## src/common/char_cmd_pkg.sv

```systemverilog
// constants, types and timing for the character display command unit
package char_cmd_pkg;
   // ----------------------------------------
   // clock and oscillator timing
   // ----------------------------------------
   localparam int unsigned CLK_KHZ = 250000;
   localparam int unsigned OSC_REF_KHZ = 250;
   localparam int unsigned OSC_DIV = CLK_KHZ / OSC_REF_KHZ;
   localparam longint unsigned NS_PER_MS_KHZ = 64'hF4240;
   localparam longint unsigned INIT_TIME_NS = 64'h989680;
   localparam longint unsigned LONG_TIME_NS = 64'h190640;
   localparam longint unsigned SHORT_TIME_NS = 64'h9C40;
   localparam int BUSY_W = 12;
   // all three times round down to whole oscillator ticks
   localparam logic [BUSY_W-1:0] INIT_TICKS =
      BUSY_W'((INIT_TIME_NS * OSC_REF_KHZ) / NS_PER_MS_KHZ);
   localparam logic [BUSY_W-1:0] LONG_TICKS =
      BUSY_W'((LONG_TIME_NS * OSC_REF_KHZ) / NS_PER_MS_KHZ);
   localparam logic [BUSY_W-1:0] SHORT_TICKS =
      BUSY_W'((SHORT_TIME_NS * OSC_REF_KHZ) / NS_PER_MS_KHZ);
   // ----------------------------------------
   // bus and field layout
   // ----------------------------------------
   localparam int DATA_W = 8;
   localparam int NIB_W = 4;
   localparam int PTR_W = 7;
   localparam int FUNC_WIDTH_BIT = 4;
   localparam int FUNC_LINES_BIT = 3;
   localparam int FUNC_FONT_BIT = 2;
   localparam int DISP_ON_BIT = 2;
   localparam int DISP_CURSOR_BIT = 1;
   localparam int DISP_BLINK_BIT = 0;
   localparam int ENTRY_DIR_BIT = 1;
   localparam int ENTRY_SHIFT_BIT = 0;
   localparam int GLYPH_ADDR_W = 6;
   // ----------------------------------------
   // types
   // ----------------------------------------
   typedef enum logic [3:0] {
      CMD_NONE = 4'h0, CMD_CLEAR = 4'h1, CMD_HOME = 4'h2, CMD_ENTRY = 4'h3,
      CMD_DISPLAY = 4'h4, CMD_SHIFT = 4'h5, CMD_FUNC = 4'h6,
      CMD_GLYPH_ADDR = 4'h7, CMD_TEXT_ADDR = 4'h8
   } cmd_e;
   typedef enum logic [1:0] {
      ST_INIT = 2'b00, ST_IDLE = 2'b01, ST_EXEC = 2'b10
   } state_e;
   typedef struct packed {
      logic busWidthSelect;
      logic twoLines;
      logic tallFont;
      logic displayOn;
      logic cursorOn;
      logic blinkOn;
      logic stepUp;
      logic shiftOnWrite;
   } cfg_s;
   typedef struct packed {
      logic regSelect;
      logic readNotWrite;
      logic strobe;
      logic [DATA_W-1:0] data;
   } pins_s;
   localparam cfg_s INIT_CFG = '{busWidthSelect: 1'h1, twoLines: 1'h0,
      tallFont: 1'h0, displayOn: 1'h0, cursorOn: 1'h0, blinkOn: 1'h0,
      stepUp: 1'h1, shiftOnWrite: 1'h0};
endpackage

```

## src/hdl/character_display_command_unit.sv

```systemverilog
// host command front end of a character display controller
// Summary of operation
// - power-on runs clear, function, display, entry setup
// - busy stays high through power-on setup
// - power-on busy lasts ten milliseconds
// - setup leaves 8-bit, one line, all off, increment
// - two host registers: command and transfer holding
// - access is select, direction and eight data lines
// - data transfer steps pointer up or down
// - shift-on-write shifts display with data write
// - busy from acceptance until execution ends
// - while busy only busy/pointer read executes
// - clear command blanks memory, zeroes pointer
// - home command zeroes pointer and shift
// - entry command stores direction and shift enable
// - direction and shift apply on reads too
// - 4-bit mode moves high nibble then low
// - busy/pointer read returns at once
// - function command stores width, lines, font
// - display command stores display, cursor, blink
//
// The address-and-strobe port and the address map were chosen for this implementation.
`timescale 1ns/1ns
`default_nettype none
module character_display_command_unit #(
   parameter int unsigned OSC_DIV = char_cmd_pkg::OSC_DIV,
   parameter logic [char_cmd_pkg::BUSY_W-1:0] INIT_TICKS =
      char_cmd_pkg::INIT_TICKS
) (
   input wire logic clk,
   input wire logic arst_n,
   input wire logic registerSelectLine,
   input wire logic readWriteLine,
   input wire logic enableStrobeLine,
   input wire logic [char_cmd_pkg::DATA_W-1:0] parallelBusLinesIn,
   output logic [char_cmd_pkg::DATA_W-1:0] parallelBusLinesOut,
   output logic parallelBusLinesOe_n,
   input wire logic [char_cmd_pkg::DATA_W-1:0] textMemoryReadData,
   output logic textMemoryWrite,
   output logic [char_cmd_pkg::PTR_W-1:0] textMemoryWriteAddr,
   output logic [char_cmd_pkg::DATA_W-1:0] textMemoryWriteData,
   output logic textMemoryClear,
   output logic [char_cmd_pkg::PTR_W-1:0] positionPointer,
   output logic [char_cmd_pkg::PTR_W-1:0] displayShift,
   output char_cmd_pkg::cfg_s modeConfig,
   output logic internalBusyIndicator
);
   import char_cmd_pkg::*;

   // ----------------------------------------
   // helpers
   // ----------------------------------------
   function automatic cmd_e decodeCmd(input logic [DATA_W-1:0] b);
      cmd_e c;
      c = CMD_NONE;
      if (b[7]) c = CMD_TEXT_ADDR;
      else if (b[6]) c = CMD_GLYPH_ADDR;
      else if (b[5]) c = CMD_FUNC;
      else if (b[4]) c = CMD_SHIFT;
      else if (b[3]) c = CMD_DISPLAY;
      else if (b[2]) c = CMD_ENTRY;
      else if (b[1]) c = CMD_HOME;
      else if (b[0]) c = CMD_CLEAR;
      return c;
   endfunction

   function automatic logic [PTR_W-1:0] stepPtr(
      input logic [PTR_W-1:0] p, input logic up);
      return up ? p + 1'h1 : p - 1'h1;
   endfunction

   // ----------------------------------------
   // pin sampling
   // ----------------------------------------
   pins_s rawPins;
   pins_s pins;
   logic tick;
   assign rawPins = '{regSelect: registerSelectLine,
      readNotWrite: readWriteLine, strobe: enableStrobeLine,
      data: parallelBusLinesIn};

   // data lines cross with the strobe; the host holds them steady
   // around the strobe edge, so a two-cycle lag is harmless
   pin_sync #(.W($bits(pins_s))) pinSyncU (
      .clk(clk),
      .arst_n(arst_n),
      .din(rawPins),
      .dout(pins)
   );

   osc_tick_div #(.DIV(OSC_DIV)) oscU (
      .clk(clk),
      .arst_n(arst_n),
      .tick(tick)
   );

   // ----------------------------------------
   // access decode
   // ----------------------------------------
   state_e state_q;
   cfg_s cfg_q;
   logic strobePrev_q;
   logic phaseLow_q;
   logic [NIB_W-1:0] hiNibble_q;
   logic [DATA_W-1:0] readByte_q;
   logic [DATA_W-1:0] commandHoldingRegister_q;
   logic [DATA_W-1:0] transferHoldingRegister_q;
   logic [PTR_W-1:0] pointer_q;
   logic [PTR_W-1:0] shift_q;
   logic [BUSY_W-1:0] busyTicks_q;
   logic [1:0] initStep_q;
   logic initRun_q;
   logic strobeRise, strobeFall, idle, byteDone;
   logic isBusyRead, isDataRead, isCmdWrite, isDataWrite;
   logic countedFall, accept, cmdAccept, dwAccept, drAccept;
   logic [DATA_W-1:0] fullByte, readValue;
   cmd_e cmd;

   always_ff @(posedge clk or negedge arst_n) begin
      if (!arst_n) strobePrev_q <= 1'h0;
      else strobePrev_q <= pins.strobe;
   end

   assign strobeRise = pins.strobe && !strobePrev_q;
   assign strobeFall = !pins.strobe && strobePrev_q;
   assign idle = (state_q == ST_IDLE);
   assign internalBusyIndicator = !idle;
   assign isBusyRead = !pins.regSelect && pins.readNotWrite;
   assign isDataRead = pins.regSelect && pins.readNotWrite;
   assign isCmdWrite = !pins.regSelect && !pins.readNotWrite;
   assign isDataWrite = pins.regSelect && !pins.readNotWrite;
   assign byteDone = cfg_q.busWidthSelect || phaseLow_q;
   assign fullByte = cfg_q.busWidthSelect ? pins.data :
      {hiNibble_q, pins.data[DATA_W-1 -: NIB_W]};
   // ignored strobes leave no trace at all, not even a nibble step
   assign countedFall = strobeFall && (idle || isBusyRead);
   assign accept = strobeFall && byteDone && idle && !isBusyRead;
   assign cmd = decodeCmd(fullByte);
   assign cmdAccept = accept && isCmdWrite;
   assign dwAccept = accept && isDataWrite;
   assign drAccept = accept && isDataRead;
   assign readValue = isBusyRead ? {internalBusyIndicator, pointer_q} :
      textMemoryReadData;

   // ----------------------------------------
   // nibble pairing
   // ----------------------------------------
   always_ff @(posedge clk or negedge arst_n) begin
      if (!arst_n) begin
         phaseLow_q <= 1'h0;
         hiNibble_q <= '0;
      end else if (cfg_q.busWidthSelect) begin
         phaseLow_q <= 1'h0;
      end else if (countedFall) begin
         if (!phaseLow_q) hiNibble_q <= pins.data[DATA_W-1 -: NIB_W];
         phaseLow_q <= !phaseLow_q;
      end
   end

   // ----------------------------------------
   // read drive
   // ----------------------------------------
   always_ff @(posedge clk or negedge arst_n) begin
      if (!arst_n) begin
         parallelBusLinesOut <= '0;
         parallelBusLinesOe_n <= 1'h1;
         readByte_q <= '0;
      end else if (strobeRise && pins.readNotWrite &&
         (idle || isBusyRead)) begin
         parallelBusLinesOe_n <= 1'h0;
         if (cfg_q.busWidthSelect) begin
            parallelBusLinesOut <= readValue;
         end else if (!phaseLow_q) begin
            readByte_q <= readValue;
            parallelBusLinesOut <= {readValue[DATA_W-1 -: NIB_W], 4'h0};
         end else begin
            parallelBusLinesOut <= {readByte_q[NIB_W-1:0], 4'h0};
         end
      end else if (strobeFall) begin
         parallelBusLinesOe_n <= 1'h1;
      end
   end

   // ----------------------------------------
   // holding registers
   // ----------------------------------------
   always_ff @(posedge clk or negedge arst_n) begin
      if (!arst_n) commandHoldingRegister_q <= '0;
      else if (cmdAccept) commandHoldingRegister_q <= fullByte;
   end

   always_ff @(posedge clk or negedge arst_n) begin
      if (!arst_n) transferHoldingRegister_q <= '0;
      else if (dwAccept) transferHoldingRegister_q <= fullByte;
      else if (strobeRise && isDataRead && idle)
         transferHoldingRegister_q <= textMemoryReadData;
   end

   always_ff @(posedge clk or negedge arst_n) begin
      if (!arst_n) begin
         textMemoryWrite <= 1'h0;
         textMemoryWriteAddr <= '0;
      end else begin
         textMemoryWrite <= dwAccept;
         if (dwAccept) textMemoryWriteAddr <= pointer_q;
      end
   end
   assign textMemoryWriteData = transferHoldingRegister_q;

   // ----------------------------------------
   // power-on setup sequence
   // ----------------------------------------
   always_ff @(posedge clk or negedge arst_n) begin
      if (!arst_n) begin
         initStep_q <= 2'h0;
         initRun_q <= 1'h1;
      end else if (initRun_q) begin
         initStep_q <= initStep_q + 2'h1;
         if (initStep_q == 2'h3) initRun_q <= 1'h0;
      end
   end

   // ----------------------------------------
   // mode settings
   // ----------------------------------------
   always_ff @(posedge clk or negedge arst_n) begin
      if (!arst_n) begin
         cfg_q <= INIT_CFG;
      end else if (initRun_q) begin
         unique case (initStep_q)
            2'h0: ;
            2'h1: begin
               cfg_q.busWidthSelect <= INIT_CFG.busWidthSelect;
               cfg_q.twoLines <= INIT_CFG.twoLines;
               cfg_q.tallFont <= INIT_CFG.tallFont;
            end
            2'h2: begin
               cfg_q.displayOn <= INIT_CFG.displayOn;
               cfg_q.cursorOn <= INIT_CFG.cursorOn;
               cfg_q.blinkOn <= INIT_CFG.blinkOn;
            end
            2'h3: begin
               cfg_q.stepUp <= INIT_CFG.stepUp;
               cfg_q.shiftOnWrite <= INIT_CFG.shiftOnWrite;
            end
         endcase
      end else if (cmdAccept) begin
         if (cmd == CMD_FUNC) begin
            cfg_q.busWidthSelect <= fullByte[FUNC_WIDTH_BIT];
            cfg_q.twoLines <= fullByte[FUNC_LINES_BIT];
            cfg_q.tallFont <= fullByte[FUNC_FONT_BIT];
         end
         if (cmd == CMD_DISPLAY) begin
            cfg_q.displayOn <= fullByte[DISP_ON_BIT];
            cfg_q.cursorOn <= fullByte[DISP_CURSOR_BIT];
            cfg_q.blinkOn <= fullByte[DISP_BLINK_BIT];
         end
         if (cmd == CMD_ENTRY) begin
            cfg_q.stepUp <= fullByte[ENTRY_DIR_BIT];
            cfg_q.shiftOnWrite <= fullByte[ENTRY_SHIFT_BIT];
         end
      end
   end
   assign modeConfig = cfg_q;

   // ----------------------------------------
   // pointer, shift and clear
   // ----------------------------------------
   always_ff @(posedge clk or negedge arst_n) begin
      if (!arst_n) begin
         pointer_q <= '0;
      end else if (initRun_q && initStep_q == 2'h0) begin
         pointer_q <= '0;
      end else if (cmdAccept && (cmd == CMD_CLEAR || cmd == CMD_HOME)) begin
         pointer_q <= '0;
      end else if (cmdAccept && cmd == CMD_TEXT_ADDR) begin
         pointer_q <= fullByte[PTR_W-1:0];
      end else if (cmdAccept && cmd == CMD_GLYPH_ADDR) begin
         pointer_q <= {1'h0, fullByte[GLYPH_ADDR_W-1:0]};
      end else if (dwAccept || drAccept) begin
         pointer_q <= stepPtr(pointer_q, cfg_q.stepUp);
      end
   end
   assign positionPointer = pointer_q;

   always_ff @(posedge clk or negedge arst_n) begin
      if (!arst_n) begin
         shift_q <= '0;
      end else if (initRun_q && initStep_q == 2'h0) begin
         shift_q <= '0;
      end else if (cmdAccept && (cmd == CMD_CLEAR || cmd == CMD_HOME)) begin
         shift_q <= '0;
      end else if ((dwAccept || drAccept) && cfg_q.shiftOnWrite) begin
         shift_q <= stepPtr(shift_q, cfg_q.stepUp);
      end
   end
   assign displayShift = shift_q;

   always_ff @(posedge clk or negedge arst_n) begin
      if (!arst_n) textMemoryClear <= 1'h0;
      else textMemoryClear <= (initRun_q && initStep_q == 2'h0) ||
         (cmdAccept && cmd == CMD_CLEAR);
   end

   // ----------------------------------------
   // busy timing
   // ----------------------------------------
   // times are in oscillator ticks, so they track the divider setting
   always_ff @(posedge clk or negedge arst_n) begin
      if (!arst_n) begin
         busyTicks_q <= INIT_TICKS;
      end else if (accept) begin
         busyTicks_q <= (isCmdWrite && (cmd == CMD_CLEAR || cmd == CMD_HOME))
            ? LONG_TICKS : SHORT_TICKS;
      end else if (tick && busyTicks_q != '0) begin
         busyTicks_q <= busyTicks_q - 1'h1;
      end
   end

   always_ff @(posedge clk or negedge arst_n) begin
      if (!arst_n) begin
         state_q <= ST_INIT;
      end else begin
         unique case (state_q)
            ST_INIT: if (!initRun_q && busyTicks_q == '0) state_q <= ST_IDLE;
            ST_IDLE: if (accept) state_q <= ST_EXEC;
            ST_EXEC: if (busyTicks_q == '0) state_q <= ST_IDLE;
            default: state_q <= ST_IDLE;
         endcase
      end
   end

   logic [BUSY_W-1:0] initTickCnt_q;
   always_ff @(posedge clk or negedge arst_n) begin
      if (!arst_n) initTickCnt_q <= '0;
      else if (state_q == ST_INIT && tick)
         initTickCnt_q <= initTickCnt_q + 1'h1;
   end
endmodule
`default_nettype wire

```

## src/hdl/osc_tick_div.sv

```systemverilog
// divider that stands in for the internal oscillator as a tick pulse
`timescale 1ns/1ns
`default_nettype none
module osc_tick_div #(
   parameter int unsigned DIV = 1000
) (
   input wire logic clk,
   input wire logic arst_n,
   output logic tick
);
   localparam int CW = (DIV > 1) ? $clog2(DIV) : 1;
   localparam logic [CW-1:0] LAST = CW'(DIV - 1);
   logic [CW-1:0] cnt_q;
   always_ff @(posedge clk or negedge arst_n) begin
      if (!arst_n) begin
         cnt_q <= '0;
         tick <= 1'h0;
      end else begin
         tick <= (cnt_q == LAST);
         cnt_q <= (cnt_q == LAST) ? '0 : cnt_q + 1'h1;
      end
   end
endmodule
`default_nettype wire

```

## src/hdl/pin_sync.sv

```systemverilog
// two flip-flop synchroniser for pin inputs
`timescale 1ns/1ns
`default_nettype none
module pin_sync #(
   parameter int W = 1
) (
   input wire logic clk,
   input wire logic arst_n,
   input wire logic [W-1:0] din,
   output logic [W-1:0] dout
);
   logic [W-1:0] meta_q;
   // first stage feeds only the second stage
   always_ff @(posedge clk or negedge arst_n) begin
      if (!arst_n) begin
         meta_q <= '0;
         dout <= '0;
      end else begin
         meta_q <= din;
         dout <= meta_q;
      end
   end
endmodule
`default_nettype wire

```

## config.mk

```make
export PLATFORM = sky130hd
export DESIGN_NAME = character_display_command_unit
export DESIGN_NICKNAME = d
export VERILOG_FILES = /design/src/common/char_cmd_pkg.sv /design/src/hdl/character_display_command_unit.sv /design/src/hdl/osc_tick_div.sv /design/src/hdl/pin_sync.sv
export SDC_FILE = /design/constraint.sdc
export NUM_CORES = 1
export LEC_CHECK = 0
export ABC_AREA = 1
export BUFFER_PORTS_ARGS = -buffer_cell sky130_fd_sc_hd__buf_4
export CORE_MARGIN = 3
export CORE_UTILIZATION = 55
export DETAILED_ROUTE_END_ITERATION = 8
export GPL_TIMING_DRIVEN = 0
export PLACE_DENSITY_LB_ADDON = 0.3
export SKIP_CTS_REPAIR_TIMING = 1
export SLEW_MARGIN = 0
export SYNTH_ARGS = -nofsm -noshare
export SYNTH_HDL_FRONTEND = slang
export SYNTH_SLANG_ARGS = --single-unit
```

## constraint.sdc

```tcl
create_clock -name clk -period 2.2 [get_ports clk]
set_input_delay 0.11 -clock clk [delete_from_list [all_inputs] [get_ports clk]]
set_output_delay 0.11 -clock clk [all_outputs]
set_load 0.02 [all_outputs]
```

==> run_results.csv <==
group,metric,value,unit
yosys,syn_area_per_cell,8.59,µm²
job,cap_violations,0,
global_routing,grt_max_degree,109,
sta,setup_tns,-2.43,ns
die,die_w,104,µm
power,cellPowerDensity,1160,mW/mm²
yosys,synth_top_flop_cell,"dfrtp_1",
setup_path,crit_path_max_fanout,6,
sta,period_minus_slack,2.40,ns
die,ios,70,
sta,hold_viol_final,0,
yosys,async_flop_share,1.00,
global_routing,grt.overflow.total,0,
layout,final_cell_mix,"130 x nand2_1, 99 x dfrtp_1, 99 x buf_4",
setup_path,required,2.48,ns
sta,rsz0062_at_grt,"true",
die,die_y,104,µm
power,static-leakage-power,3.49,nW
clocking,cts_tree,"done",
layout,stdcell_count,873,
routing,drc_errors,0,
yosys,synth_edf_count,0,
layout,multiInputGateArea,0.00253,mm²
yosys,ys_top_cells_by_area,"dfrtp_1 47%, nand2_1 11%, inv_1 4.9%",
setup_path,path_cells,"clkinv_4 > o21ai_1 > nand2_2 > nor2_4 > nand2_4 > nor2_4 > nand2_2 > nand2_4 > nor2_8 > inv_2 > nor2_1 > nand2_1 > nand2_2",
clocking,clk_latency,0.38,ns
clocking,cts.sinks,108,
power,p_sw_frac,0.435,
routing,drt_iter0_drc,299,
layout,drive_gt1_frac,0.304,
yosys,syn_nets,649,
layout,regArea,0.00271,mm²
run_status,violations,"negative setup slack",
yosys,yosys.area.top_type,"dfrtp_1",
layout,nets,781,
routing,ant_nets,0,
routing,routed_via_density,5.57,
global_routing,antenna_found_initial,0,
sta,tightest_slew,0.533,ns
setup_path,path_class,"reg -> reg",
sta,fin_ws,-0.199,ns
yosys,ys_types,41,
placement,port_buffers,69,
clocking,cts_root_buffer,"clkbuf_8",
layout,areaGrowthSynthToFinish,32.7,%
routing,drt_wl_total,14100,µm
placement,place_inst,805,
routing,drtPass1Iterations,6,
setup_path,worstPathArrival,2.67,ns
yosys,ys_warn_count,0,
setup_path,critPathMaxStageDelay,0.69,ns
power,p_seq_frac,0.357,
setup_path,endpoint_kind,"flop",
sta,clock_skew,0.0112,ns
sta,drv_slew,0,
clocking,cts_buffers,9,
die,start_util,0.584,
sta,slew_headroom,0.644,
sta,finalSetupViolCount,22,
setup_path,cp_slowest_cell,"dfstp_2",
run_status,status,"finished, violations left",
global_routing,grt_first_pass_wirelength,20400,µm
yosys,seq_area_frac_synth,0.518,
clocking,clk_transition_reported_paths,0.11,ns
placement,post-dp-hpwl,8600,µm
hold_path,hold_path.class,"in -> reg",
power,p_clk_frac,0.146,
setup_path,start_kind,"flop",
layout,num-fill-cells,542,
yosys,netlist_instances,610,
sta,fin_crit_sh,1.09,
die,core,0.00898,mm²
global_routing,grt_usage,0.229,
clocking,cts_max_path_buffers,2,
yosys,ys_ff_latch,108,
power,ir_worst_vdd,0.640,mV
clocking,h-tree-depth,3,
routing,vias,4862,
global_routing,grt_pass1_vias,4384,
die,die_area,0.0107,mm²
power,p_comb_frac,0.497,
setup_path,cp_common_cell,"nand2_2",
yosys,syn_area,0.00524,mm²
die,row_count,34,
yosys,synth_top_area_frac,0.473,
placement,dp_slack,-0.194,ns
power,internal_power,4.57,mW
sta,fmax,0.417,GHz
layout,n_antenna_cell,0,
power,switching_power,3.52,mW
placement,gp_congestion,0.868,
layout,mostFrequentLayoutCell,"nand2_1",
routing,drt-wirelength-per-cell,16.1,µm
-- power by group through the flow --
| stage | sequential, mW | combinational, mW | clock, mW |
|---|---|---|---|
| floorplan | 3.13 | 1.70 | 0 |
| global placement | 2.85 | 2.93 | 0 |
| detailed placement | 2.87 | 3.05 | 0 |
| CTS | 2.83 | 3.07 | 1.19 |
| global route | 2.93 | 4.36 | 1.28 |
| finish | 2.89 | 4.02 | 1.18 |
-- cell usage after synthesis (2+ instances only) --
cell      count
dfstp_2       9
xnor2_1       6
nand4_1       3
o21ai_0      50
ha_1         16
inv_2        10
nand3_2       2
nand2_2       5
nor2_2        4
clkbuf_1      5
dfrtp_1      99
a21oi_1      26
nand2_1     160
xor2_1        9
nand3_1      34
nor2_1       51
o21ai_1       4
o21a_1        7
fa_1          2
or2_2         2
nor3_1       11
inv_1        69
o221ai_1      8
-- area by class of cell --
cell class	count	share of cell area
Buffer	6	0.00522
Clock buffer	9	0.0178
Clock inverter	7	0.00990
Inverter	80	0.0466
Multi-Input combinational cell	417	0.364
Sequential cell	108	0.390
Tap cell	126	0.0227
Timing Repair Buffer	119	0.143
Timing Repair inverter	1	0.000720
-- stage by stage --
step,hold slack [ns],utilization,power (mW),area (µm²)
2_1_floorplan,-0.186,-,4.83,5240
6_report,0.0431,0.775,8.09,6950
3_3_place_gp,0.219,0.659,5.78,5910
3_5_place_dp,0.221,0.659,5.92,5910
5_1_grt,0.0488,0.775,8.58,6950
4_1_cts,-0.177,0.680,7.10,6110
-- final timing paths --
check	slack, ns	endpoint	cells past startpoint	start
worst min-delay path	0.04	textMemoryWriteData[5]	3	textMemoryReadData[5]
min in group asynchronous	0.05	parallelBusLinesOut[2]	2	arst_n
worst max-delay path	-0.20	positionPointer[2]	13	modeConfig[7]
worst min register to register	0.35	pinSyncU.dout[4]	0	pinSyncU.meta_q[4]
worst max register to register	-0.20	positionPointer[2]	13	modeConfig[7]
max in group asynchronous	1.43	modeConfig[1]	3	arst_n
-- flip-flops by register name, summed over array words and instances, names as in the netlist, 4 cells and up --
signal and flops:
pinSyncU.meta_q 11, readByte_q 4, textMemoryWriteData 8, oscU.cnt_q 10, pinSyncU.dout 11, textMemoryWriteAddr 7, busyTicks_q 12, positionPointer 7
hiNibble_q 4, parallelBusLinesOut 8, displayShift 7, modeConfig 8
-- worst max-delay path: cells and delay by family (launching register included) --
family	cells	cell delay [ns]
and+or+nand+nor	10	0.93
DFF	1	0.69
AOI/OAI and AO/OA	1	0.36
buffers and inverters	2	0.30
-- logic make-up (layout without fill, tap and decap cells) --
family                     count (synthesis)  after routing  share of synthesized area
muxes                                      1              1                    0.00215
DFF                                      108            108                      0.518
xor gates and xnor gates                  15             15                     0.0251
and+or+nand+nor                          280            281                      0.235
adders and majority gates                 18             18                     0.0459
buffers and inverters                     86            222                     0.0635
AOI/OAI and AO/OA                        102            102                      0.111
-- layer usage --
metal | part of all wire | global-route usage | vias up
met4 | 0.040 | 0.0940 | 0
met3 | 0.067 | 0.0373 | 63
met2 | 0.51 | 0.379 | 226
met1 | 0.38 | 0.302 | 2335
met5 | 0 | 0 | -
li1 | - | - | 2238
Power figures use the tool's default switching activity.
